<file path="config.mk">
export PLATFORM = sky130hd
export DESIGN_NAME = liucd_top
export DESIGN_NICKNAME = d
export VERILOG_FILES = /design/src/hdl/liucd_pkg.sv /design/src/hdl/liucd_top.sv /design/src/hdl/liucd_ja_mem.sv /design/src/hdl/liucd_prbs_chk.sv
export VERILOG_INCLUDE_DIRS = /design/src /design/src/hdl
export SDC_FILE = /design/constraint.sdc
export NUM_CORES = 1
export LEC_CHECK = 0
export CORE_MARGIN = 2
export CORE_UTILIZATION = 30
export CTS_CLUSTER_SIZE = 40
export DETAILED_ROUTE_END_ITERATION = 16
export DONT_BUFFER_PORTS = 1
export GPL_TIMING_DRIVEN = 0
export SLEW_MARGIN = 10
export SYNTH_ARGS = -nofsm -noshare
export SYNTH_HDL_FRONTEND = slang
export SYNTH_SLANG_ARGS = --single-unit
</file>
<file path="constraint.sdc">
create_clock -name CLK -period 3.7 [get_ports CLK]
set_clock_uncertainty 0.15 [all_clocks]
set_input_delay 0.37 -clock CLK [delete_from_list [all_inputs] [get_ports CLK]]
set_output_delay 0.37 -clock CLK [all_outputs]
set_load 0.02 [all_outputs]
</file>
<file path="src/hdl/liucd_defines.svh">
// register map, field positions, reset values and counts of the channel diagnostics
`ifndef LIUCD_DEFINES_SVH
`define LIUCD_DEFINES_SVH

`define LIUCD_ADDR_CHAN_CTRL 8'h01
`define LIUCD_ADDR_STATUS 8'h02
`define LIUCD_ADDR_JA_CTRL 8'h07

`define LIUCD_CTRL_PTE 0
`define LIUCD_CTRL_INJ 1
`define LIUCD_CTRL_RLB 2
`define LIUCD_CTRL_LLB 3
`define LIUCD_CTRL_TAOS 4
`define LIUCD_CTRL_E3 5
`define LIUCD_CTRL_MASK 8'h3f

`define LIUCD_JA_B0 0
`define LIUCD_JA_TX 1
`define LIUCD_JA_B1 2
`define LIUCD_JA_RST 3
`define LIUCD_JA_MASK 8'h0f

`define LIUCD_STAT_SYNCLOST 0
`define LIUCD_STAT_LOCKED 1

`define LIUCD_RESET_VAL 8'h00
`define LIUCD_JA_DEPTH_SHORT 5'h10
`define LIUCD_JA_DEPTH_LONG 5'h00
`define LIUCD_LOOP_MAP_DEF 8'hb4
`define LIUCD_PRBS_SEED 23'h000001
`define LIUCD_LOCK_RUN 5'h1f
`define LIUCD_LOSS_ERRS 3'h4

`endif

</file>
<file path="src/hdl/liucd_pkg.sv">
// types shared by the channel diagnostics modules
package liucd_pkg;

    typedef enum logic [1:0] {
        LIUCD_LOOP_NONE    = 2'b00,
        LIUCD_LOOP_ANALOG  = 2'b01,
        LIUCD_LOOP_DIGITAL = 2'b10,
        LIUCD_LOOP_REMOTE  = 2'b11
    } liucd_loop_e;

    typedef logic [1:0] liucd_rail_t;

endpackage : liucd_pkg

</file>
<file path="src/hdl/liucd_top.sv">
// one line interface channel: pattern test, loopbacks, all-ones and attenuator routing
// How it works
// RULE1: path select bit 0 puts attenuator in receive path, 1 in transmit path.
// RULE2: attenuator config bits zero and one together choose enable and depth.
// RULE3: both bits clear gives depth sixteen; bit zero set disables the attenuator.
// RULE4: attenuator reset bit set flushes buffer and pointers; software clears it.
// RULE5: pattern test works only under host register control, never pin strapping.
// RULE6: pattern test sends 2^23-1 sequence at E3, 2^15-1 at other rates.
// RULE7: enabling the pattern test also enables the receive checker.
// RULE8: checker lock drives the low-rail/violation output low.
// RULE9: out of sync sets sync-lost status and holds violation output high.
// RULE10: writing one to inject bit inserts exactly one transmitted bit error.
// RULE11: each detected bit error pulses violation output for one receive clock.
// RULE12: software writes inject bit back to zero before each further injection.
// RULE13: pattern test forces single-rail terminal operation.
// RULE14: loop selects come from pins in pin mode, control register in host mode.
// RULE15: analog loop feeds line transmit into receiver, shown on receive outputs.
// RULE16: analog loop keeps driving the line and ignores the line receive inputs.
// RULE17: analog loop passes through the attenuator in its assigned path.
// RULE18: digital loop returns terminal clock and data on receive outputs.
// RULE19: remote loop sends receive data back out on recovered clock timing.
// RULE20: remote loop with attenuator in transmit passes through it there.
// RULE21: remote loop ignores terminal transmit clock and data inputs.
// RULE22: all-ones pin or bit sends alternating-mark all-ones at terminal clock.
// RULE23: all-ones is suppressed in analog and remote loop, kept in digital.
// RULE24: mapping of loop select pair to loop modes is a parameter.
//
// Local design decisions: the register addresses and the strobed register port.
`timescale 1ns/1ps
`include "liucd_defines.svh"
module liucd_top #(
    parameter logic [7:0] LOOP_MAP = `LIUCD_LOOP_MAP_DEF
) (
    input wire logic CLK,
    input wire logic RSTN,
    input wire logic [7:0] ADDR,
    input wire logic [7:0] WDATA,
    input wire logic WR,
    input wire logic RD,
    output logic [7:0] RDATA,
    input wire logic HOST_MODE,
    input wire logic REMOTE_LOOP_SELECT,
    input wire logic LOCAL_LOOP_SELECT,
    input wire logic SEND_ALL_ONES,
    input wire logic TERMINAL_TX_CLOCK,
    input wire logic TX_POSITIVE_DATA,
    input wire logic TX_NEGATIVE_DATA,
    input wire logic LINE_RX_CLOCK,
    input wire logic LINE_RX_POSITIVE,
    input wire logic LINE_RX_NEGATIVE,
    output logic RECEIVE_CLOCK_OUT,
    output logic RX_POSITIVE_DATA,
    output logic RX_LOW_RAIL_VIOLATION_OUT,
    output logic LINE_TX_POSITIVE,
    output logic LINE_TX_NEGATIVE,
    output logic PATTERN_SYNC_LOST
);
    // every pin input outside the register port crosses two flops before anything looks at it
    logic [9:0] sync1_r;
    logic [9:0] sync2_r;
    logic tclk_d_r;
    logic rclk_d_r;
    wire [9:0] pins_in = {LINE_RX_NEGATIVE, LINE_RX_POSITIVE, LINE_RX_CLOCK,
                          TX_NEGATIVE_DATA, TX_POSITIVE_DATA, TERMINAL_TX_CLOCK,
                          SEND_ALL_ONES, LOCAL_LOOP_SELECT, REMOTE_LOOP_SELECT, HOST_MODE};
    wire host_s = sync2_r[0];
    wire tclk_s = sync2_r[4];
    wire tpos_s = sync2_r[5];
    wire tneg_s = sync2_r[6];
    wire rclk_s = sync2_r[7];
    wire lrxp_s = sync2_r[8];
    wire lrxn_s = sync2_r[9];

    always_ff @(posedge CLK or negedge RSTN) begin
        if (!RSTN) begin
            sync1_r <= 10'h0;
            sync2_r <= 10'h0;
            tclk_d_r <= 1'b0;
            rclk_d_r <= 1'b0;
        end else begin
            sync1_r <= pins_in;
            sync2_r <= sync1_r;
            tclk_d_r <= tclk_s;
            rclk_d_r <= rclk_s;
        end
    end

    wire tx_ev = tclk_s & ~tclk_d_r;
    wire rx_ev = rclk_s & ~rclk_d_r;

    // register file
    logic [7:0] ctrl_r;
    logic [7:0] ja_r;
    logic inj_d_r;
    logic chk_locked;
    logic chk_err;
    wire wr_ctrl = WR && ADDR == `LIUCD_ADDR_CHAN_CTRL;
    wire wr_ja = WR && ADDR == `LIUCD_ADDR_JA_CTRL;
    wire [7:0] stat_val = {6'h0, chk_locked, PATTERN_SYNC_LOST};
    wire [7:0] rd_mux = (ADDR == `LIUCD_ADDR_CHAN_CTRL) ? ctrl_r :
                        (ADDR == `LIUCD_ADDR_JA_CTRL) ? ja_r :
                        (ADDR == `LIUCD_ADDR_STATUS) ? stat_val : 8'h00;

    always_ff @(posedge CLK or negedge RSTN) begin
        if (!RSTN) begin
            ctrl_r <= `LIUCD_RESET_VAL;
            ja_r <= `LIUCD_RESET_VAL;
            RDATA <= 8'h00;
        end else begin
            if (wr_ctrl) begin
                ctrl_r <= WDATA & `LIUCD_CTRL_MASK;
            end
            if (wr_ja) begin
                ja_r <= WDATA & `LIUCD_JA_MASK;
            end
            RDATA <= RD ? rd_mux : 8'h00;
        end
    end

    // mode decode
    wire rlb_sel = host_s ? ctrl_r[`LIUCD_CTRL_RLB] : sync2_r[1]; // see RULE14
    wire llb_sel = host_s ? ctrl_r[`LIUCD_CTRL_LLB] : sync2_r[2]; // see RULE14
    wire taos_sel = host_s ? ctrl_r[`LIUCD_CTRL_TAOS] : sync2_r[3]; // see RULE22
    wire [2:0] map_pos = {rlb_sel, llb_sel, 1'b0};
    wire [1:0] map_code = LOOP_MAP[map_pos +: 2]; // see RULE24
    liucd_pkg::liucd_loop_e loop_mode;
    assign loop_mode = liucd_pkg::liucd_loop_e'(map_code);
    wire is_analog = loop_mode == liucd_pkg::LIUCD_LOOP_ANALOG;
    wire is_digital = loop_mode == liucd_pkg::LIUCD_LOOP_DIGITAL;
    wire is_remote = loop_mode == liucd_pkg::LIUCD_LOOP_REMOTE;
    // checker runs on this enable; the generator also needs all-ones off and no remote loop
    wire prbs_on = host_s & ctrl_r[`LIUCD_CTRL_PTE]; // see RULE5 see RULE7
    wire long_mode = ctrl_r[`LIUCD_CTRL_E3]; // see RULE6
    wire all_ones_on = taos_sel & ~is_analog & ~is_remote; // see RULE23

    // attenuator configuration
    wire ja_en = ~ja_r[`LIUCD_JA_B0]; // see RULE2 see RULE3
    wire ja_in_tx = ja_r[`LIUCD_JA_TX]; // see RULE1
    wire ja_flush = ja_r[`LIUCD_JA_RST]; // see RULE4
    wire [4:0] ja_depth = ja_r[`LIUCD_JA_B1] ? `LIUCD_JA_DEPTH_LONG
                                             : `LIUCD_JA_DEPTH_SHORT; // see RULE3
    wire ja_tx_on = ja_en & ja_in_tx;
    wire ja_rx_on = ja_en & ~ja_in_tx;

    // timing: remote loop transmits on recovered clock, analog receives on transmit timing
    wire tx_time_ev = is_remote ? rx_ev : tx_ev; // see RULE19 see RULE20 see RULE21
    wire rx_time_ev = is_analog ? tx_time_ev : rx_ev; // see RULE15

    // receive side before and after the attenuator; analog ignores the line pins
    wire rx_raw_p = is_analog ? LINE_TX_POSITIVE : lrxp_s; // see RULE15 see RULE16
    wire rx_raw_n = is_analog ? LINE_TX_NEGATIVE : lrxn_s; // see RULE16
    liucd_pkg::liucd_rail_t ja_out;
    wire rx_post_p = ja_rx_on ? ja_out[1] : rx_raw_p; // see RULE17
    wire rx_post_n = ja_rx_on ? ja_out[0] : rx_raw_n;

    // pattern generator with one-shot error injection
    logic [22:0] gen_r;
    logic inj_pend_r;
    logic ami_r;
    wire gen_fb = long_mode ? (gen_r[22] ^ gen_r[17]) : (gen_r[14] ^ gen_r[13]); // see RULE6
    // a new rise needs the bit written back to zero first
    wire inj_rise = ctrl_r[`LIUCD_CTRL_INJ] & ~inj_d_r; // see RULE12
    wire prbs_sel = prbs_on & ~all_ones_on & ~is_remote;
    wire inj_take = prbs_sel & tx_time_ev & inj_pend_r;
    wire gen_bit = gen_fb ^ inj_pend_r; // see RULE10

    always_ff @(posedge CLK or negedge RSTN) begin
        if (!RSTN) begin
            gen_r <= `LIUCD_PRBS_SEED;
            inj_pend_r <= 1'b0;
            inj_d_r <= 1'b0;
            ami_r <= 1'b0;
        end else begin
            inj_d_r <= ctrl_r[`LIUCD_CTRL_INJ];
            // a rise in the cycle of consumption is kept, set wins
            inj_pend_r <= (prbs_on & inj_rise) | (inj_pend_r & prbs_on & ~inj_take); // see RULE10
            if (prbs_sel && tx_time_ev) begin
                gen_r <= {gen_r[21:0], gen_fb};
            end
            if (all_ones_on && tx_time_ev) begin
                ami_r <= ~ami_r; // see RULE22
            end
        end
    end

    // transmit source before the attenuator
    logic tx_src_p;
    logic tx_src_n;
    always_comb begin
        if (is_remote) begin
            tx_src_p = rx_post_p; // see RULE19 see RULE21
            tx_src_n = rx_post_n;
        end else if (all_ones_on) begin
            tx_src_p = ami_r; // see RULE22
            tx_src_n = ~ami_r;
        end else if (prbs_sel) begin
            tx_src_p = gen_bit;
            tx_src_n = 1'b0; // see RULE13
        end else begin
            tx_src_p = tpos_s;
            tx_src_n = tneg_s;
        end
    end
    wire tx_post_p = ja_tx_on ? ja_out[1] : tx_src_p; // see RULE1 see RULE20
    wire tx_post_n = ja_tx_on ? ja_out[0] : tx_src_n;

    // attenuator: a fixed-lag buffer stepped by the timing of the path it sits in
    logic [4:0] ja_wptr_r;
    wire ja_ev = ja_en & (ja_in_tx ? tx_time_ev : rx_time_ev); // see RULE1
    wire [1:0] ja_din = ja_in_tx ? {tx_src_p, tx_src_n} : {rx_raw_p, rx_raw_n};
    wire [4:0] ja_raddr = ja_wptr_r - ja_depth;

    always_ff @(posedge CLK or negedge RSTN) begin
        if (!RSTN) begin
            ja_wptr_r <= 5'h0;
        end else if (ja_flush) begin
            ja_wptr_r <= 5'h0; // see RULE4
        end else if (ja_ev) begin
            ja_wptr_r <= ja_wptr_r + 5'h1;
        end
    end

    liucd_ja_mem u_ja_mem (
        .clk(CLK),
        .rstn(RSTN),
        .flush(ja_flush),
        .we(ja_ev & ~ja_flush),
        .waddr(ja_wptr_r),
        .wdata(ja_din),
        .raddr(ja_raddr),
        .rdata(ja_out)
    );

    // line transmit stays active in analog loop
    always_ff @(posedge CLK or negedge RSTN) begin
        if (!RSTN) begin
            LINE_TX_POSITIVE <= 1'b0;
            LINE_TX_NEGATIVE <= 1'b0;
        end else if (tx_time_ev) begin
            LINE_TX_POSITIVE <= tx_post_p; // see RULE16
            LINE_TX_NEGATIVE <= tx_post_n;
        end
    end

    // receive outputs; digital loop hands terminal clock and data straight back
    wire rx_fin_ev = is_digital ? tx_ev : rx_time_ev;
    wire rx_fin_p = is_digital ? tpos_s : rx_post_p; // see RULE18
    wire rx_fin_n = is_digital ? tneg_s : rx_post_n;
    wire rclk_src = (is_digital | is_analog) ? tclk_s : rclk_s; // see RULE18
    logic rx_neg_r;

    liucd_prbs_chk u_chk (
        .clk(CLK),
        .rstn(RSTN),
        .enable(prbs_on), // see RULE7
        .long_mode(long_mode),
        .ev(rx_fin_ev),
        .din(rx_fin_p),
        .locked(chk_locked),
        .err_hold(chk_err)
    );

    always_ff @(posedge CLK or negedge RSTN) begin
        if (!RSTN) begin
            RECEIVE_CLOCK_OUT <= 1'b0;
            RX_POSITIVE_DATA <= 1'b0;
            rx_neg_r <= 1'b0;
            RX_LOW_RAIL_VIOLATION_OUT <= 1'b0;
            PATTERN_SYNC_LOST <= 1'b0;
        end else begin
            RECEIVE_CLOCK_OUT <= rclk_src;
            if (rx_fin_ev) begin
                RX_POSITIVE_DATA <= rx_fin_p;
                rx_neg_r <= rx_fin_n;
            end
            // the pin carries lock and error flags while the test runs
            RX_LOW_RAIL_VIOLATION_OUT <= prbs_on ? (~chk_locked | chk_err)
                                                 : (rx_fin_ev ? rx_fin_n : rx_neg_r); // see RULE8 see RULE9 see RULE11
            PATTERN_SYNC_LOST <= prbs_on & ~chk_locked; // see RULE9
        end
    end
endmodule : liucd_top

</file>
<file path="src/hdl/liucd_ja_mem.sv">
// jitter attenuator buffer: 32 two-rail entries, flushable, registered read
`timescale 1ns/1ps
module liucd_ja_mem (
    input wire logic clk,
    input wire logic rstn,
    input wire logic flush,
    input wire logic we,
    input wire logic [4:0] waddr,
    input wire liucd_pkg::liucd_rail_t wdata,
    input wire logic [4:0] raddr,
    output liucd_pkg::liucd_rail_t rdata
);
    liucd_pkg::liucd_rail_t mem_r [0:31];

    genvar gi;
    generate
        for (gi = 0; gi < 32; gi = gi + 1) begin : g_entry
            always_ff @(posedge clk or negedge rstn) begin
                if (!rstn) begin
                    mem_r[gi] <= 2'h0;
                end else if (flush) begin
                    mem_r[gi] <= 2'h0;
                end else if (we && waddr == 5'(gi)) begin
                    mem_r[gi] <= wdata;
                end
            end
        end
    endgenerate

    always_ff @(posedge clk or negedge rstn) begin
        if (!rstn) begin
            rdata <= 2'h0;
        end else begin
            rdata <= flush ? 2'h0 : mem_r[raddr];
        end
    end
endmodule : liucd_ja_mem

</file>
<file path="src/hdl/liucd_prbs_chk.sv">
// receive pattern checker: locks, then free-runs so each bad bit gives one flag
`timescale 1ns/1ps
`include "liucd_defines.svh"
module liucd_prbs_chk (
    input wire logic clk,
    input wire logic rstn,
    input wire logic enable,
    input wire logic long_mode,
    input wire logic ev,
    input wire logic din,
    output logic locked,
    output logic err_hold
);
    logic [22:0] sh_r;
    logic [4:0] run_r;
    logic [2:0] errs_r;
    wire pred = long_mode ? (sh_r[22] ^ sh_r[17]) : (sh_r[14] ^ sh_r[13]);
    wire mism = din ^ pred;
    // unlocked, the register follows the line; locked, it follows its own prediction
    wire shin = locked ? pred : din;
    wire run_done = !mism && run_r == `LIUCD_LOCK_RUN - 5'h1;
    wire lose = locked && mism && errs_r == `LIUCD_LOSS_ERRS - 3'h1;

    always_ff @(posedge clk or negedge rstn) begin
        if (!rstn) begin
            sh_r <= 23'h0;
            run_r <= 5'h0;
            errs_r <= 3'h0;
            locked <= 1'b0;
            err_hold <= 1'b0;
        end else if (!enable) begin
            run_r <= 5'h0;
            errs_r <= 3'h0;
            locked <= 1'b0;
            err_hold <= 1'b0;
        end else if (ev) begin
            sh_r <= {sh_r[21:0], shin};
            run_r <= mism ? 5'h0 : (run_done ? 5'h0 : run_r + 5'h1);
            errs_r <= run_done ? 3'h0 : (lose ? 3'h0 : errs_r + {2'h0, locked & mism});
            locked <= (locked & ~lose) | run_done;
            // flag stands one receive clock cycle, until the next event
            err_hold <= locked & mism & ~lose;
        end
    end
endmodule : liucd_prbs_chk

</file>
[Yosys cells after proc, flatten, opt, wreduce, memory -nomap -nowiden]
Cells that the tools add are included.
Operators by class
  shift-type cells: 1
  multiplexer cells: 115
  reduce and logical (&&, ||, !) cells: 75
  equal/unequal tests: 40
  add/sub/neg operators: 4
  magnitude comparators: 1
  bitwise operators: 45
Operator list (count)
  $mux 2: 69
  $eq 5x5->1 const B: 17
  $reduce_bool 2->1: 33
  $eq 5x4->1 const B: 8
  $logic_and 1x1->1: 39
  $mux 5: 7
  $mux 1: 31
  $and 1x1->1: 21
  $eq 5x3->1 const B: 4
  $not 1->1: 13
  $mux 3: 4
  $mux 6: 2
  $add 5x1->5 const B: 2
  $bmux 2 s5: 1
  $eq 5x2->1 const B: 2
  $eq 8x1->1 const B: 1
  $eq 8x2->1 const B: 1
  $eq 8x3->1 const B: 1
  $shiftx 8x4->2 const A: 1
  $ge 6x6->1 const B: 1
  $not 5->6: 1
  $xor 1x1->1: 6
  $eq 5x1->1 const B: 1
  $logic_not 5->1: 1
  other kinds (10): 14
Storage, ports and cells
  register bits after elaboration: 175
  input bits: 30

[Longest topological paths before layout]
  depth after elaboration: 15
  mapped depth: 12
  depth with buffers taken out: 11

[By module]
From an unflattened synthesis, not the netlist that was laid out.
Second synthesis, totals
  cell total of the unflattened synthesis: 750
  area total of the unflattened synthesis: 8475.6 sq um
Modules (own cells, without submodules)
  liucd_ja_mem: cells an instance 355, instances 1, area each 3529.6 sq um
  liucd_top: cells an instance 273, instances 1, area each 3397.0 sq um
  liucd_prbs_chk: cells an instance 122, instances 1, area each 1549.0 sq um

[Worst setup path before layout]
No wires, ideal clock.
  path type: flip-flop to flip-flop
  from: reg sync2_r[0]
  to: reg u_chk.errs_r[1]
  arrival time: 2344 ps
  clock period less this slack: 2615 ps
  setup time: 122 ps
  path slack: 1085 ps
  cell stages (with the launch flop): 10
  cell sequence: dfrtp_1 -> or3b_4 -> a21bo_1 -> a211o_1 -> nand2_2 -> xnor2_2 -> and2_1 -> ha_1 -> ha_1 -> a32o_1
On the way
  cells in the longest elaborated chain, start to end: 13
  elaborated cells between the ends (all ways): 25
  those cells by class: add/sub (1); eq/ne (4); shift (1); mux (12); bitwise (3); reduce/logical (4)
RTL lines
  from (decl): RTL line liucd_top.sv:60  | logic [9:0] sync2_r;
  from (signal assigned): RTL line liucd_top.sv:82  | sync2_r <= sync1_r;
  $mux 1, on equally long branches: RTL line liucd_top.sv:122, liucd_top.sv:121
  $shiftx 8x4->2: RTL line liucd_top.sv:125  | wire [1:0] map_code = LOOP_MAP[map_pos +: 2];
  $eq 2x1->1: RTL line liucd_top.sv:128  | wire is_analog = loop_mode == liucd_pkg::LIUCD_LOOP_ANALOG;
  $mux 1: RTL line liucd_top.sv:150  | wire rx_raw_p = is_analog ? LINE_TX_POSITIVE : lrxp_s;
  $mux 1: RTL line liucd_top.sv:153  | wire rx_post_p = ja_rx_on ? ja_out[1] : rx_raw_p;
  $mux 1: RTL line liucd_top.sv:247  | wire rx_fin_p = is_digital ? tpos_s : rx_post_p;
  $xor 1x1->1: RTL line liucd_prbs_chk.sv:18  | wire mism = din ^ pred;
  $and 1x1->1 / $logic_and 1x1->1 (equally long branches): RTL line liucd_prbs_chk.sv:39, liucd_prbs_chk.sv:22
  $add 3x1->3 / $logic_and 1x1->1 (equally long branches): RTL line liucd_prbs_chk.sv:39, liucd_prbs_chk.sv:22
  $mux 3 (2 in a row): RTL line liucd_prbs_chk.sv:39  | errs_r <= run_done ? 3'h0 : (lose ? 3'h0 : errs_r + {2'h0, locked & mism});
  $mux 3: RTL line liucd_prbs_chk.sv:36  | end else if (ev) begin
  $mux 3: RTL line liucd_prbs_chk.sv:31  | end else if (!enable) begin
  to (signal assigned): RTL line liucd_prbs_chk.sv:39
  to (decl): RTL line liucd_prbs_chk.sv:16  | logic [2:0] errs_r;
Several ways; a longest one is shown, not always the timed one. The select of a mux whose other input is x is not followed.
A chain may end at the register's enable or synchronous reset.

[Final worst setup path]
  from: reg ja_wptr_r[1]
  to: reg u_ja_mem.rdata[0]
On the way
  cells in the longest elaborated chain, start to end: 6
RTL lines
  from (decl): RTL line liucd_top.sv:208  | logic [4:0] ja_wptr_r;
  from (signal assigned): RTL line liucd_top.sv:219  | ja_wptr_r <= ja_wptr_r + 5'h1;
  $sub 5x5->5: RTL line liucd_top.sv:211  | wire [4:0] ja_raddr = ja_wptr_r - ja_depth;
  $not 5->6 (implied by the code): RTL line liucd_ja_mem.sv:34  | rdata <= flush ? 2'h0 : mem_r[raddr];
  $bmux 2 s5: RTL line liucd_ja_mem.sv:34
  $mux 2 (implied by the code) (2 in a row): RTL line liucd_ja_mem.sv:34
  $mux 2: RTL line liucd_ja_mem.sv:34
  to (signal assigned): RTL line liucd_ja_mem.sv:34
  to (decl): RTL line liucd_ja_mem.sv:11  | output liucd_pkg::liucd_rail_t rdata
No other way between the ends. The select of a mux whose other input is x is not followed.

==> flow_summary.ini <==
[synth]
syn_avg_cell_area_um2 = 11.5
ys_ff_latch = 175
synth.lib_cells_used.distinct = 49
postSynth.topFlopCell = sky130_fd_sc_hd__dfrtp_1
yosysTopAreaCell = sky130_fd_sc_hd__dfrtp_1
synth_edf_count = 0
synthTopCellsByArea = sky130_fd_sc_hd__dfrtp_1, sky130_fd_sc_hd__mux2_2, sky130_fd_sc_hd__mux2i_1
synth_area_um2 = 7940
seq_total_area_yosys_pct = 55.2
cells_after_synth = 688
ys_async_sr_fraction_pct = 100
synth-warning-count = 0
synth_top_area_share_pct = 54.9

[routing]
drt_wl_total_mm = 17.4
post-route-drc-count = 0
drt-vias-per-instance = 4.94
initialDrtViolationCount = 382
postRouteAntennaNets = 0
detailroute.via_count = 5304
detailedRoute.firstPassIterationCount = 5
routed_wire_length_per_instance_um = 16.2

[clock_tree]
cts_buffers = 17
postCtsHoldBufs = 18
post_cts_resize_count = 0
cts-root-to-sink-buffers = 2
clk_pin_slew_worst_paths_ns = 0.07
tritoncts_clock_tree = done
clkLatencyLatePin_ns = 0.44
ctsHtreeMaxLevel = 4
cts_post_setup_buffers_inserted = 0
clock_sinks = 175
clock_tree.root_cell = sky130_fd_sc_hd__clkbuf_16

[timing]
fin_tns_setup_ns = 0
report.final.hold_viol_count = 175
post_route_worst_setup_slack_ns = 0.643
final-max-slew-violation-count = 0
final_period_minus_worst_setup_slack_ns = 3.06
final_count_of_negative_setup_slack_endpoints = 0
tightestPinTransition_ns = 0.881
timing.max_slew.rel_slack_pct = 40.8
timing.final.crit_share_pct = 82.6
clock.fmax_mhz = 327
unrepaired_setup_endpoints_after_global_routing = no
fin_worst_hold_slack_ns = -0.513

[setup_path]
worst_r2r_endpoint = u_ja_mem.rdata[0]$_DFF_PN0_
ff2ff_path_depth = 6
setup.worst_path.class = reg2reg
timing.critical_path.from_type = register
critPathArrivalTime_ns = 3.20
r2r_slack_ns = 0.64
startpoint = ja_wptr_r[1]$_DFFE_PN0P_
cp_data_required_time_ns = 3.84
crit_path_max_fanout = 10
cp-end-kind = register
worst_r2r_startpoint = ja_wptr_r[1]$_DFFE_PN0P_

[hold_path]
hold_class = in2async

[place]
gp_congestion = 0.800
pre_cts_slack_ns = 0.642
detailed_place.area_um2 = 8360
place.detailed.hpwl_mm = 11.9
port_buffers = 0

[final_layout]
final_layout_size_suffix_gt1_share_pct = 16.9
fill_cells = 2577
diodes = 0
layout.cells.most_common_list = sky130_fd_sc_hd__dfrtp_1, sky130_fd_sc_hd__nand2_1, sky130_fd_sc_hd__nor2_1, sky130_fd_sc_hd__mux2_2, sky130_fd_sc_hd__mux2i_1
most_common_cell_after_layout_fill_and_taps_aside = sky130_fd_sc_hd__dfrtp_1
nets = 766
syn_to_final_growth_pct = 15.1
fin_area_um2 = 9130

[power]
power_density_nw_per_um2 = 433
cellLeakagePower_nw = 3.87
p_comb_share_pct = 4.6
power.internal_mw = 2.93
power.switching_mw = 1.03
swShare_pct = 26.0
seq_power_share_pct = 50.5
pwr-share-clk_pct = 44.8
ir_drop_v = 0.000322

[die]
floorplan.rows = 59
die_h_um = 167
initial_utilization_pct = 30.5
fp.dieArea_um2 = 27800
die_width_um = 167
ios = 44
design.core.area_um2 = 26000

[status]
violations_in_the_final_reports = hold timing
outcome = finished, violations left

[global_route]
grt_remaining_overflow = 0
grt_antenna_before_repair = 0
grt_first_pass_wirelength_mm = 28.6
grt_pass1_vias = 5251
global_route.usage.total_pct = 12.9
largest_net_degree_at_the_start_of_global_routing = 176

[job]
drv.max_cap_violation_count = 0
==> per-layer routing <==
| layer | GRT usage, % | share of wire (%) | vias to the layer above | wire (um) |
|---|---|---|---|---|
| li1 | - | - | 2502 | - |
| met1 | 19.0 | 51 | 2658 | 8780 |
| met2 | 18.4 | 43 | 127 | 7520 |
| met3 | 3.23 | 4.9 | 17 | 852 |
| met4 | 4.31 | 1.2 | 0 | 206 |
| met5 | 0 | 0 | - | 0 |
==> layout make-up <==
cell class	count	area, um^2	area share (%)
Sequential cell	175	4380	48.0
Multi-Input combinational cell	462	3350	36.7
Clock buffer	17	425	4.66
Tap cell	335	419	4.59
Timing Repair Buffer	18	180	1.97
Clock inverter	15	166	1.82
Buffer	36	153	1.67
Inverter	16	60.1	0.658
==> logic make-up (layout without fill, tap and decap cells) <==
family,count (synthesis),after routing,share of synthesized area (%)
DFF,175,175,55.2
muxes,121,121,19.3
and+or+nand+nor,208,208,11.7
xor gates and xnor gates,12,12,1.42
other,1,2,0.0473
adders and majority gates,10,10,1.58
AOI/OAI and AO/OA,109,109,8.10
buffers and inverters,52,102,2.68
==> through the flow <==
step                instances  utilization [%]  total power, mW  hold WS [ns]
floorplan                 689                -             2.14       -0.0756
global placement         1024             32.2             2.20       -0.0638
detailed placement       1024             32.2             2.20       -0.0646
CTS                      1074             35.1             4.00        -0.527
global route             1074             35.1             4.10        -0.533
finish                   1074             35.1             3.96        -0.513
==> worst max-delay path: stages (launching register included) <==
cell and delay, ns:
sky130_fd_sc_hd__dfrtp_1 0.37, sky130_fd_sc_hd__clkbuf_1 0.57, sky130_fd_sc_hd__clkbuf_1 0.62, sky130_fd_sc_hd__mux4_2 0.43, sky130_fd_sc_hd__mux4_2 0.50, sky130_fd_sc_hd__mux2i_1 0.21, sky130_fd_sc_hd__nor2_1 0.07
==> cells in the mapped netlist (8+ instances only) <==
master and count:
sky130_fd_sc_hd__a21oi_1 35, sky130_fd_sc_hd__buf_2 8, sky130_fd_sc_hd__clkbuf_1 26, sky130_fd_sc_hd__dfrtp_1 174, sky130_fd_sc_hd__ha_1 10, sky130_fd_sc_hd__inv_1 15
sky130_fd_sc_hd__mux2_2 55, sky130_fd_sc_hd__mux2i_1 46, sky130_fd_sc_hd__mux4_2 20, sky130_fd_sc_hd__nand2_1 84, sky130_fd_sc_hd__nand3_1 14, sky130_fd_sc_hd__nor2_1 59
sky130_fd_sc_hd__nor3_1 12, sky130_fd_sc_hd__o21ai_0 38
==> state kept, by name, indices dropped and copies added, names as in the netlist, 2 cells and up <==
signal          cells
u_chk.errs_r        3
ja_wptr_r           5
ctrl_r              6
sync2_r            10
gen_r              23
sync1_r            10
RDATA               6
u_ja_mem.mem_r     64
u_chk.run_r         5
u_chk.sh_r         23
ja_r                4
u_ja_mem.rdata      2
==> how the worst max path moves through the flow <==
stage,end,slack [ns],depth (start not counted)
2_1_floorplan,u_chk.errs_r[1]$_DFFE_PN0P_,1.08,9
3_3_place_gp,u_ja_mem.rdata[0]$_DFF_PN0_,0.76,6
3_5_place_dp,u_ja_mem.rdata[0]$_DFF_PN0_,0.64,6
4_1_cts,u_ja_mem.rdata[0]$_DFF_PN0_,0.65,6
5_1_grt,gen_r[6]$_DFFE_PN0N_,0.49,8
6_report,u_ja_mem.rdata[0]$_DFF_PN0_,0.64,6
==> power by group through the flow <==
stage	clock network (mW)	registers [mW]	logic, mW
global placement	0	2.04	0.165
detailed placement	0	2.04	0.166
CTS	1.81	2.00	0.184
global route	1.90	2.01	0.202
floorplan	0	2.02	0.123
finish	1.77	2.00	0.184
No activity file was read; power rests on OpenSTA's default activity.
